### config.mk
export PLATFORM = sky130hd
export DESIGN_NAME = ucf_core
export DESIGN_NICKNAME = d
export VERILOG_FILES = /design/src/ucf_pkg.sv /design/src/ucf_core.sv
export VERILOG_INCLUDE_DIRS = /design/src
export SDC_FILE = /design/constraint.sdc
export NUM_CORES = 1
export LEC_CHECK = 0
export BUFFER_PORTS_ARGS = -buffer_cell sky130_fd_sc_hd__buf_2
export CELL_PAD_IN_SITES_DETAIL_PLACEMENT = 1
export CELL_PAD_IN_SITES_GLOBAL_PLACEMENT = 2
export CORE_ASPECT_RATIO = 1.75
export CORE_MARGIN = 2
export CORE_UTILIZATION = 37
export DETAILED_ROUTE_END_ITERATION = 16
export MAX_ROUTING_LAYER = met4
export PLACE_DENSITY_LB_ADDON = 0.05
export REMOVE_ABC_BUFFERS = 1
export SYNTH_ARGS = -nofsm -noshare
export SYNTH_HDL_FRONTEND = slang
export SYNTH_SLANG_ARGS = --single-unit
### constraint.sdc
create_clock -name clk_sys -period 3.3 [get_ports clk_sys]
set_input_delay 0.99 -clock clk_sys [delete_from_list [all_inputs] [get_ports clk_sys]]
set_output_delay 0.99 -clock clk_sys [all_outputs]
set_load 0.01 [all_outputs]
### src/ucf_consts.svh
/*
 constants of the serial clock and frame block: register offsets, field positions,
 reset values and sample counts. assumes inclusion by the block and its bench.
*/
// Operation
// - baud down-counter runs on system clock, reloads at zero and on low divisor write
// - one tick each time the counter hits zero, rate clock over divisor plus one
// - transmitter divides ticks by 16 normal, 8 double speed, 2 sync master
// - receiver recovery uses ticks directly with 16, 8 or 2 states by mode
// - divisor is high and low registers together, range 0 to 4095
// - double speed affects async only; software keeps it clear in sync mode
// - double speed receiver uses 8 samples per bit instead of 16
// - slave transfer clock passes a synchroniser then edge detector, two cycles delay
// - in sync mode transfer clock pin is input as slave, output as master
// - polarity zero changes data on rising, samples on falling; one swaps them
// - one start, 5 to 9 data, none even odd parity, one or two stops
// - frame is low start, data lsb first, optional parity, then high stops
// - line idles high; next start bit may follow the last stop at once
// - transmitter and receiver share one format; changing it corrupts received frames in flight
// - receiver checks only the first stop bit; framing error when it is low
// - parity is xor of data bits, inverted for odd parity
// - sync select picks async or sync; clock direction picks master or slave
// - character size value 7 selects nine data bits
// - parity enabled when upper parity mode bit is one
`ifndef UCF_CONSTS_SVH
`define UCF_CONSTS_SVH
`define UCF_CLK_PERIOD_NS 100
`define UCF_OFS_DIVLO 8'h00
`define UCF_OFS_DIVHI 8'h04
`define UCF_OFS_CTLA 8'h08
`define UCF_OFS_CTLB 8'h0c
`define UCF_OFS_CTLC 8'h10
`define UCF_OFS_DATA 8'h14
`define UCF_A_DSPEED 1
`define UCF_A_PERR 2
`define UCF_A_FERR 4
`define UCF_A_TXC 6
`define UCF_A_RXC 7
`define UCF_B_TX8 0
`define UCF_B_RX8 1
`define UCF_B_SIZE2 2
`define UCF_B_TXEN 3
`define UCF_B_RXEN 4
`define UCF_C_POL 0
`define UCF_C_STOP 3
`define UCF_C_SYNC 6
`define UCF_C_DIR 7
`define UCF_RST_DIV 12'h000
`define UCF_RST_SIZE 3'h3
`define UCF_SAMPLES_NORMAL 4'hf
`define UCF_SAMPLES_DOUBLE 4'h7
`define UCF_SAMPLES_SYNC 4'h1
`endif

### src/ucf_pkg.sv
/*
 types of the serial clock and frame block. assumes ucf_consts.svh beside it.
*/
package ucf_pkg;
   typedef enum logic [1:0] {
      UCF_RX_IDLE = 2'b00,
      UCF_RX_START = 2'b01,
      UCF_RX_DATA = 2'b10
   } ucf_rx_state_type;
   typedef struct packed {
      logic [2:0] charSize;
      logic [1:0] parityMode;
      logic stopTwo;
   } ucf_format_type;
   typedef struct packed {
      logic syncSelect;
      logic clockDirection;
      logic clockPolarity;
      logic doubleSpeed;
   } ucf_mode_type;
endpackage : ucf_pkg

### src/ucf_core.sv
/*
 serial clock generator, frame transmitter and receiver behind an apb slave.
 assumes apb inputs and serial pins synchronous to clk_sys except the slave clock.
*/
`timescale 1ns/1ns
`include "ucf_consts.svh"
module ucf_core (
   input wire logic clk_sys,
   input wire logic reset_n,
   input wire logic psel,
   input wire logic penable,
   input wire logic pwrite,
   input wire logic [7:0] paddr,
   input wire logic [31:0] pwdata,
   output logic [31:0] prdata,
   output logic pready,
   output logic pslverr,
   output logic txd,
   input wire logic rxd,
   input wire logic transferClockIn,
   output logic transferClockOut,
   output logic transferClockOe
);

   function automatic logic [3:0] dataBits(input logic [2:0] size);
      case (size)
         3'h0: dataBits = 4'h5;
         3'h1: dataBits = 4'h6;
         3'h2: dataBits = 4'h7;
         3'h7: dataBits = 4'h9;
         default: dataBits = 4'h8;
      endcase
   endfunction : dataBits

   function automatic logic [8:0] maskData(input logic [8:0] d, input logic [3:0] n);
      maskData = 9'h000;
      for (int i = 0; i < 9; i++) begin
         if (4'(i) < n) maskData[i] = d[i];
      end
   endfunction : maskData

   function automatic logic parityOf(input logic [8:0] d, input ucf_pkg::ucf_format_type f);
      parityOf = (^maskData(d, dataBits(f.charSize))) ^ f.parityMode[0];
   endfunction : parityOf

   ucf_pkg::ucf_format_type format;
   ucf_pkg::ucf_mode_type mode;
   logic [11:0] baudDivisor;
   logic [11:0] baudCount;
   logic txEnable, rxEnable, txBit8;
   logic [31:0] readValue;
   logic mapped;
   logic xckMeta, xckSync, xckPrev;
   logic [3:0] txDiv, txLeft, rxPhase, rxIdx;
   logic [11:0] txShift;
   logic txFull, txActive, txComplete;
   logic [8:0] txData, rxData;
   logic [10:0] rxBits, next_rxBits;
   logic rxComplete, frameError, parityError, rxBit8;
   ucf_pkg::ucf_rx_state_type rxState;

   wire setup = psel & ~penable;
   wire access = psel & penable & pready;
   wire wr = access & pwrite;
   wire wrLow = wr && paddr == `UCF_OFS_DIVLO;
   wire wrData = wr && paddr == `UCF_OFS_DATA;
   wire rdData = access && !pwrite && paddr == `UCF_OFS_DATA;
   wire isSync = mode.syncSelect;
   wire master = isSync & mode.clockDirection;
   wire pol = mode.clockPolarity;
   wire baudTick = baudCount == 12'h000;
   wire [3:0] samples = isSync ? `UCF_SAMPLES_SYNC :
      (mode.doubleSpeed ? `UCF_SAMPLES_DOUBLE : `UCF_SAMPLES_NORMAL);
   wire xckRise = xckSync & ~xckPrev;
   wire xckFall = ~xckSync & xckPrev;
   wire changeEdge = master ? baudTick & (transferClockOut == pol)
      : (pol ? xckFall : xckRise);
   wire sampleEdge = master ? baudTick & (transferClockOut != pol)
      : (pol ? xckRise : xckFall);
   wire txBitEn = isSync ? changeEdge : baudTick && txDiv == samples;
   wire [3:0] nBits = dataBits(format.charSize);
   wire parEn = format.parityMode[1];
   wire txLoad = txBitEn && txLeft == 4'h0 && txFull && txEnable;
   wire [3:0] rxLast = nBits + {3'h0, parEn};
   wire bitSample = rxState == ucf_pkg::UCF_RX_DATA &&
      (isSync ? sampleEdge : baudTick && rxPhase == samples);
   wire rxDone = bitSample && rxIdx == rxLast;

   always_comb begin
      mapped = 1'b1;
      readValue = 32'h0000_0000;
      case (paddr)
         `UCF_OFS_DIVLO: readValue[7:0] = baudDivisor[7:0];
         `UCF_OFS_DIVHI: readValue[3:0] = baudDivisor[11:8];
         `UCF_OFS_CTLA: begin
            readValue[`UCF_A_DSPEED] = mode.doubleSpeed;
            readValue[`UCF_A_PERR] = parityError;
            readValue[`UCF_A_FERR] = frameError;
            readValue[`UCF_A_TXC] = txComplete;
            readValue[`UCF_A_RXC] = rxComplete;
         end
         `UCF_OFS_CTLB: begin
            readValue[`UCF_B_TX8] = txBit8;
            readValue[`UCF_B_RX8] = rxBit8;
            readValue[`UCF_B_SIZE2] = format.charSize[2];
            readValue[`UCF_B_TXEN] = txEnable;
            readValue[`UCF_B_RXEN] = rxEnable;
         end
         `UCF_OFS_CTLC: readValue[7:0] = {mode.clockDirection, mode.syncSelect,
            format.parityMode, format.stopTwo, format.charSize[1:0], pol};
         `UCF_OFS_DATA: readValue[7:0] = rxData[7:0];
         default: mapped = 1'b0;
      endcase
   end

   // no wait state: pready rises in the first access cycle
   always_ff @(posedge clk_sys or negedge reset_n) begin
      if (!reset_n) begin
         pready <= 1'b0;
         pslverr <= 1'b0;
         prdata <= 32'h0000_0000;
      end else begin
         pready <= setup;
         pslverr <= setup & ~mapped;
         prdata <= (setup & ~pwrite) ? readValue : 32'h0000_0000;
      end
   end

   always_ff @(posedge clk_sys or negedge reset_n) begin
      if (!reset_n) begin
         baudDivisor <= `UCF_RST_DIV;
         format <= '{charSize: `UCF_RST_SIZE, parityMode: 2'h0, stopTwo: 1'b0};
         mode <= '0;
         txEnable <= 1'b0;
         rxEnable <= 1'b0;
         txBit8 <= 1'b0;
      end else if (wr) begin
         case (paddr)
            `UCF_OFS_DIVLO: baudDivisor[7:0] <= pwdata[7:0];
            `UCF_OFS_DIVHI: baudDivisor[11:8] <= pwdata[3:0];
            `UCF_OFS_CTLA: mode.doubleSpeed <= pwdata[`UCF_A_DSPEED];
            `UCF_OFS_CTLB: begin
               txBit8 <= pwdata[`UCF_B_TX8];
               format.charSize[2] <= pwdata[`UCF_B_SIZE2];
               txEnable <= pwdata[`UCF_B_TXEN];
               rxEnable <= pwdata[`UCF_B_RXEN];
            end
            `UCF_OFS_CTLC: begin
               mode.clockPolarity <= pwdata[`UCF_C_POL];
               format.charSize[1:0] <= pwdata[2:1];
               format.stopTwo <= pwdata[`UCF_C_STOP];
               format.parityMode <= pwdata[5:4];
               mode.syncSelect <= pwdata[`UCF_C_SYNC];
               mode.clockDirection <= pwdata[`UCF_C_DIR];
            end
            default: ;
         endcase
      end
   end

   always_ff @(posedge clk_sys or negedge reset_n) begin
      if (!reset_n) begin
         baudCount <= `UCF_RST_DIV;
      end else if (wrLow) begin
         baudCount <= {baudDivisor[11:8], pwdata[7:0]};
      end else if (baudTick) begin
         baudCount <= baudDivisor;
      end else begin
         baudCount <= baudCount - 12'h001;
      end
   end

   // slave clock: first stage read only by the second
   always_ff @(posedge clk_sys or negedge reset_n) begin
      if (!reset_n) begin
         xckMeta <= 1'b0;
         xckSync <= 1'b0;
         xckPrev <= 1'b0;
      end else begin
         xckMeta <= transferClockIn;
         xckSync <= xckMeta;
         xckPrev <= xckSync;
      end
   end

   always_ff @(posedge clk_sys or negedge reset_n) begin
      if (!reset_n) begin
         transferClockOut <= 1'b0;
         transferClockOe <= 1'b0;
      end else begin
         transferClockOe <= master;
         if (!master) transferClockOut <= pol;
         else if (baudTick) transferClockOut <= ~transferClockOut;
      end
   end

   always_ff @(posedge clk_sys or negedge reset_n) begin
      if (!reset_n) txDiv <= 4'h0;
      else if (isSync) txDiv <= 4'h0;
      else if (baudTick) txDiv <= (txDiv >= samples) ? 4'h0 : txDiv + 4'h1;
   end

   always_ff @(posedge clk_sys or negedge reset_n) begin
      if (!reset_n) begin
         txd <= 1'b1;
         txShift <= 12'hfff;
         txLeft <= 4'h0;
         txFull <= 1'b0;
         txData <= 9'h000;
         txActive <= 1'b0;
         txComplete <= 1'b0;
      end else begin
         if (txBitEn && txLeft != 4'h0) begin
            txd <= txShift[0];
            txShift <= {1'b1, txShift[11:1]};
            txLeft <= txLeft - 4'h1;
         end else if (txLoad) begin
            txd <= 1'b0;
            txShift <= 12'hfff;
            for (int i = 0; i < 9; i++) begin
               if (4'(i) < nBits) txShift[i] <= txData[i];
            end
            if (parEn) txShift[nBits] <= parityOf(txData, format);
            txLeft <= nBits + {3'h0, parEn} + {3'h0, format.stopTwo} + 4'h1;
         end else if (txBitEn) begin
            txd <= 1'b1;
         end
         if (txLoad) txActive <= 1'b1;
         else if (txBitEn && txLeft == 4'h0) txActive <= 1'b0;
         if (wrData) begin
            txFull <= 1'b1;
            txData <= {txBit8, pwdata[7:0]};
         end else if (txLoad) begin
            txFull <= 1'b0;
         end
         txComplete <= (txBitEn && txLeft == 4'h0 && txActive && !txLoad) |
            (txComplete & ~(wr && paddr == `UCF_OFS_CTLA && pwdata[`UCF_A_TXC]));
      end
   end

   always_comb begin
      next_rxBits = rxBits;
      next_rxBits[rxIdx] = rxd;
   end

   always_ff @(posedge clk_sys or negedge reset_n) begin
      if (!reset_n) begin
         rxState <= ucf_pkg::UCF_RX_IDLE;
         rxPhase <= 4'h0;
         rxIdx <= 4'h0;
         rxBits <= 11'h000;
      end else begin
         case (rxState)
            ucf_pkg::UCF_RX_IDLE: begin
               rxIdx <= 4'h0;
               rxPhase <= 4'h0;
               if (rxEnable && !rxd && (isSync ? sampleEdge : baudTick))
                  rxState <= isSync ? ucf_pkg::UCF_RX_DATA : ucf_pkg::UCF_RX_START;
            end
            ucf_pkg::UCF_RX_START: if (baudTick) begin
               rxPhase <= rxPhase + 4'h1;
               if (rxPhase == (samples >> 1)) begin
                  rxPhase <= 4'h0;
                  rxState <= rxd ? ucf_pkg::UCF_RX_IDLE : ucf_pkg::UCF_RX_DATA;
               end
            end
            ucf_pkg::UCF_RX_DATA: begin
               if (baudTick) rxPhase <= (rxPhase == samples) ? 4'h0 : rxPhase + 4'h1;
               if (bitSample) begin
                  rxBits <= next_rxBits;
                  rxIdx <= rxIdx + 4'h1;
                  if (rxDone) rxState <= ucf_pkg::UCF_RX_IDLE;
               end
            end
            default: rxState <= ucf_pkg::UCF_RX_IDLE;
         endcase
      end
   end

   always_ff @(posedge clk_sys or negedge reset_n) begin
      if (!reset_n) begin
         rxData <= 9'h000;
         rxBit8 <= 1'b0;
         frameError <= 1'b0;
         parityError <= 1'b0;
         rxComplete <= 1'b0;
      end else begin
         if (rxDone) begin
            rxData <= maskData(next_rxBits[8:0], nBits);
            rxBit8 <= next_rxBits[8] & nBits[3] & nBits[0];
            frameError <= !rxd;
            parityError <= parEn &&
               (parityOf(next_rxBits[8:0], format) != next_rxBits[nBits]);
         end
         rxComplete <= rxDone | (rxComplete & ~rdData);
      end
   end
endmodule : ucf_core

======== Word level (Yosys, flattened, before mapping) ========
Cells that the tools add are included.
W data, S select, Z words.
word-level totals
  output and inout port bits .............. 37
  flip-flop bits (word level) ............. 118
  logic and storage cells ................. 332
cells by class
  $add $sub $neg .......................... 8
  magnitude comparators ................... 32
  bitwise logic cells ..................... 27
  reduce and logical (&&, ||, !) cells .... 49
  equal/unequal tests ..................... 24
  mux-type cells .......................... 153
operators by type and width
  kind                     count
  $mux W1                  109
  $mux W4                  16
  $mux W12                 5
  $lt A3 B4 Y1 const A     12
  $lt A1 B4 Y1 const A     6
  $lt A2 B4 Y1 const A     6
  $logic_and A1 B1 Y1      21
  $reduce_xor A9 Y1        2
  $add A4 B1 Y4 const B    4
  $eq A8 B4 Y1 const B     2
  $eq A8 B5 Y1 const B     2
  $pmux W4 S4              1
  $and A1 B1 Y1            15
  $pmux W1 S5              3
  $mux W2                  7
  $reduce_and A2 Y1        7
  $bwmux W12               1
  $eq A4 B4 Y1             3
  $logic_not A12 Y1        1
  $lt A4 B4 Y1 const A     3
  $ne A2 B2 Y1 const B     6
  $pmux W2 S6              1
  $pmux W4 S3              1
  $sub A12 B1 Y12 const B  1
  37 further kinds         58

======== Logic depth before layout (Yosys ltp) ========
  word-level depth ........................ 21
  gate-level depth with buffers ........... 14
  depth with buffers taken out ............ 12

======== Worst setup path after synthesis ========
Ideal clock, no wire load.
  kind .................................... in2reg
  start point ............................. input port paddr[0]
  end point ............................... register txData[0]
  path slack .............................. 0.421 ns
  data arrival time ....................... 2.754 ns
  library setup time ...................... 0.125 ns
  stages on the path ...................... 7
  path through ............................ or4_1 -> nor2_1 -> and3_1 -> buf_2 -> and2_1 -> buf_4 -> mux2_2
on the way
  cells in the longest elaborated chain, start to end .. 2
RTL lines
  what                                  line             RTL
  start: declaration                    ucf_core.sv:13   input wire logic [7:0] paddr,
  $eq A8 B5 Y1                          --
  $logic_and A1 B1 Y1 (no source line)  --
  end signal: assignment                ucf_core.sv:232  txData <= {txBit8, pwdata[7:0]};
  end: declaration                      ucf_core.sv:57   logic [8:0] txData, rxData;
No other way between the ends.
A chain may end at the register's enable or synchronous reset.

======== Final worst setup path ========
  start point ............................. register format[3] (netlist name)
  end point ............................... register rxData[7]
on the way
  cells in the longest elaborated chain, start to end .. 5
  elaborated cells on any way between the ends .. 10
  classes of those cells .................. add/sub: 1; order compare: 1; eq/ne: 4; mux: 2; reduce/logical: 2
RTL lines
  what                                        line             RTL
  start: declaration                          ucf_core.sv:46   ucf_pkg::ucf_format_type format;
  start signal: assignment                    ucf_core.sv:132  format <= '{charSize: `UCF_RST_SIZE, parityMode: 2'h0, stopTwo: 1'b0};
  $eq A3 B3 Y1, or another cell as far along  ucf_core.sv:26   case (size)
  $pmux W4 S4 *                               ucf_core.sv:26
  $add A4 B1 Y4                               ucf_core.sv:84   wire [3:0] rxLast = nBits + {3'h0, parEn};
  $eq A4 B4 Y1                                ucf_core.sv:87   wire rxDone = bitSample && rxIdx == rxLast;
  $logic_and A1 B1 Y1                         ucf_core.sv:87
  end signal: assignment                      ucf_core.sv:289  rxData <= maskData(next_rxBits[8:0], nBits);
  end: declaration                            ucf_core.sv:57
Every way passes the cells marked *; elsewhere a longest branch is shown, timed or not.

==> flow_results.org <==
** Clock network
- Clock tree root buffer cell :: clkbuf_16
- Number of CTS-inserted buffers :: 17
- Maximum root-to-sink buffer count :: 2
- Once the clock tree was built, the resizer swapped 0 gates to a different size.
- Clock tree from TritonCTS :: done
- For the worst-skew pair, the clock arrives at the later sink with an insertion delay of 0.42 ns.
- The H-tree was split into 4 levels.
- Buffers added to address setup during post-CTS repair amount to 0.
- CTS saw 117 sinks.
- After clock tree synthesis, the clock-pin slew on the worst setup and hold paths is 0.05 ns.
- Hold Buf Count CTS :: 0

** Yosys
- The synthesized design spends more area on one cell type than any other, namely dfrtp_1.
- Synthesis produced 685 cells.
- Yosys mapped the design onto 61 distinct sky130hd cell types.
- Most numerous cell in the Yosys netlist :: dfrtp_1
- The share of the Yosys chip area taken by registers is 0.451.
- By area the synthesized netlist is led by dfrtp_1 39%, dfstp_2 6.0%, mux2_2 6.0%.
- By count the netlist is led by 102 x dfrtp_1, 83 x nand2_1, 59 x nor2_1.
- Of the post-synthesis cell area, the dominant cell type holds 0.391.
- Prevailing post-synth register cell :: dfrtp_1
- Averaged over all synthesized cells, the footprint is 9.54 sq um.
- Number of warnings reported in the yosys synthesis log :: 0
- The synthesized design contains 117 register bits.
- Async set-or-reset flop fraction in the synthesized netlist :: 1.00
- Count of flip-flops with a built-in enable after synthesis :: 0
- Cell area after synthesis :: 6530 sq um

** STA
- Finish-stage setup viols :: 0
- The number of endpoints with negative hold slack in the final report came to 0.
- Top achievable clock speed :: 337 MHz
- Fin crit share :: 0.900
- Headroom to the max-slew limit :: 0.402
- Summed over all failing endpoints, the final setup total negative slack is 0 ns.
- On the final layout, the worst clock skew is 0.00714 ns.
- The worst path in the final design needs a cycle of 2.97 ns, including I/O delays and setup.
- Unrepaired setup endpoints after global routing :: no
- For the pin with the worst max-slew slack, the measured transition is 0.897 ns.
- Number of slew-limit violations in the final report :: 0

** Floorplanning
- Area of the core :: 17400 sq um
- The initial utilization of the core area, before any placement, comes to 0.376.
- The die covers 18800 sq um.
- Die boundary height :: 180 microns
- Overall die width :: 104 microns
- I/O pin total :: 84
- Row count :: 64

** Finish
- The repair_antennas step left the layout with diodes totalling 0.
- Cell area after layout :: 7500 sq um
- Proportion of layout cells with a drive suffix above 1 :: 0.196
- Final core occ :: 0.432
- The filler cells instantiated in the layout total 2024.
- Relative to the synthesized area, the layout overhead comes to 14.9%.
- For this run, the number of standard cells in the final layout without fillers is 977.
- At the end of the flow, the number of nets in the layout was 803.

** Global route
- Pin count of the biggest net entering global routing :: 63
- Total global routing overflow :: 0
- First-pass GRT wire length :: 30900 microns
- Number of global-route vias before repair :: 5639
- Across every metal layer, demand over resource in global routing totals 0.219.
- Number of antenna violations at the first check in global routing :: 0

** Placed design
- Once detailed placement completed, the half-perimeter wirelength came to 14700 microns.
- The count of buffers added on input and output ports is 35.
- Placed instance area :: 6980 sq um
- The number of placed instances, taps included, is 948.
- The congestion estimate from routability-driven global placement came to 0.818.

** Drt
- Post-route DRC :: 0
- Initial detailed-routing violation count :: 220
- Routed length per placed instance :: 19.5 microns
- The final route contains 5159 vias.
- Post-Route WL :: 19000 microns
- Iteration count of the initial detailed-routing pass :: 4
- Post-DRT Antenna Nets :: 0
- Via-per-instance ratio :: 5.28

** Setup path
- The worst setup path is of the flip-flop to flip-flop kind.
- Along the worst path, the maximum fanout reaches 15.
- Reg-to-reg setup timing slack :: 0.33 ns
- Endpoint kind of the worst setup timing path :: flip-flop
- Worst R2R Start :: format[3]
- STA classifies the critical path startpoint as a flip-flop.
- In this run the critical register-to-register path is captured at rxData[7].
- Data on the critical path arrives at its endpoint at 3.26 ns.
- FF-to-FF path depth :: 11
- Required time of the critical path :: 3.59 ns

** Pwr
- For this design the static power due to leakage is 3.43 nW.
- VDD sags by at most 0.314 mV.
- Power Density :: 463 nW/um^2
- The design draws 0.00348 W.

** Outcome
- The run finished with clean final reports.

** Hold path
- Classification of the worst-slack hold path :: flip-flop to flip-flop
- In this run the most critical hold path is launched from xckMeta.
- Hold Crit Endpoint :: xckSync
- Along the worst hold path, the cell count comes to 0.

** Flow run
- Max-cap violations in this run came to 0.
layer usage:
layer | GRT usage | routed length (microns)
met1 | 0.235 | 7550
met2 | 0.399 | 10600
met3 | 0.0388 | 416
met4 | 0.0805 | 459
met5 | - | 0
stage by stage:
step	hold WS, ns	setup WS [ns]
finish	0.365	0.330
global route	0.382	0.0236
CTS	0.369	0.275
detailed placement	0.357	0.141
global placement	0.339	0.180
floorplan	0.331	0.382
where the power goes:
| part | switching [W] | total [W] | internal, W |
|---|---|---|---|
| Combinational | 0.000154 | 0.000243 | 0.0000897 |
| Sequential | 0.0000461 | 0.00153 | 0.00148 |
| Clock | 0.000651 | 0.00171 | 0.00106 |
| Total | 0.000850 | 0.00348 | 0.00263 |
cell families (layout without fill, tap and decap cells):
kind of cell / Yosys count / count (layout) / share of synthesized area
other cells: 1 / 24 / 0.000574
simple gates: 227 / 227 / 0.164
buf+inv: 79 / 117 / 0.0647
flops: 117 / 117 / 0.451
mux: 52 / 52 / 0.0870
fa+ha+maj: 20 / 20 / 0.0383
compound gates: 153 / 153 / 0.146
xor+xnor: 36 / 36 / 0.0483
sequential cells by signal, indices dropped and copies added, names as in the netlist, 2 cells and up:
signal       flops
rxData           8
format           6
txShift         12
txData           9
txDiv            4
rxIdx            4
prdata           8
rxPhase          4
rxState          2
rxBits          10
mode             2
txLeft           4
baudDivisor     12
baudCount       12
worst max path at each step:
stage	from	end	slack, ns
final	format[3]	rxData[7]	0.33
after global routing	format[3]	rxData[7]	0.02
after CTS	format[3]	rxData[0]	0.28
after detailed placement	paddr[5]	txEnable	0.14
after global placement	paddr[5]	format[5]	0.18
after floorplan	paddr[0]	txData[0]	0.38
placed cells by master (no fill, tap or decap), types with 20 or more instances in the layout:
cell and count:
mux2_2 35, buf_2 34, ha_1 20, o21ai_0 41, xnor2_1 28, dfrtp_1 102, inv_1 25, conb_1 24
a21oi_1 46, nor2_1 59, nand2_1 83, buf_4 28
worst max-delay path, cell delays in order (launching register included):
cell     delay, ns
dfstp_2       0.70
and2_1        0.23
nand2_1       0.08
o21ai_0       0.10
ha_1          0.19
ha_1          0.15
xnor2_1       0.25
nand2_1       0.09
o21ai_0       0.09
nand3_1       0.19
nor2_4        0.40
mux2_1        0.38
layout make-up:
class                   count  area [sq um]  share of cell area
well taps                 231           289              0.0385
multi-input cells         512          3250               0.433
inverters                  25          93.8              0.0125
clock buffers              24           472              0.0629
repair buffers             63           400              0.0534
clock inverters             5          52.6             0.00700
flip-flops and latches    117          2950               0.393
(Power assumes the default switching activity.)
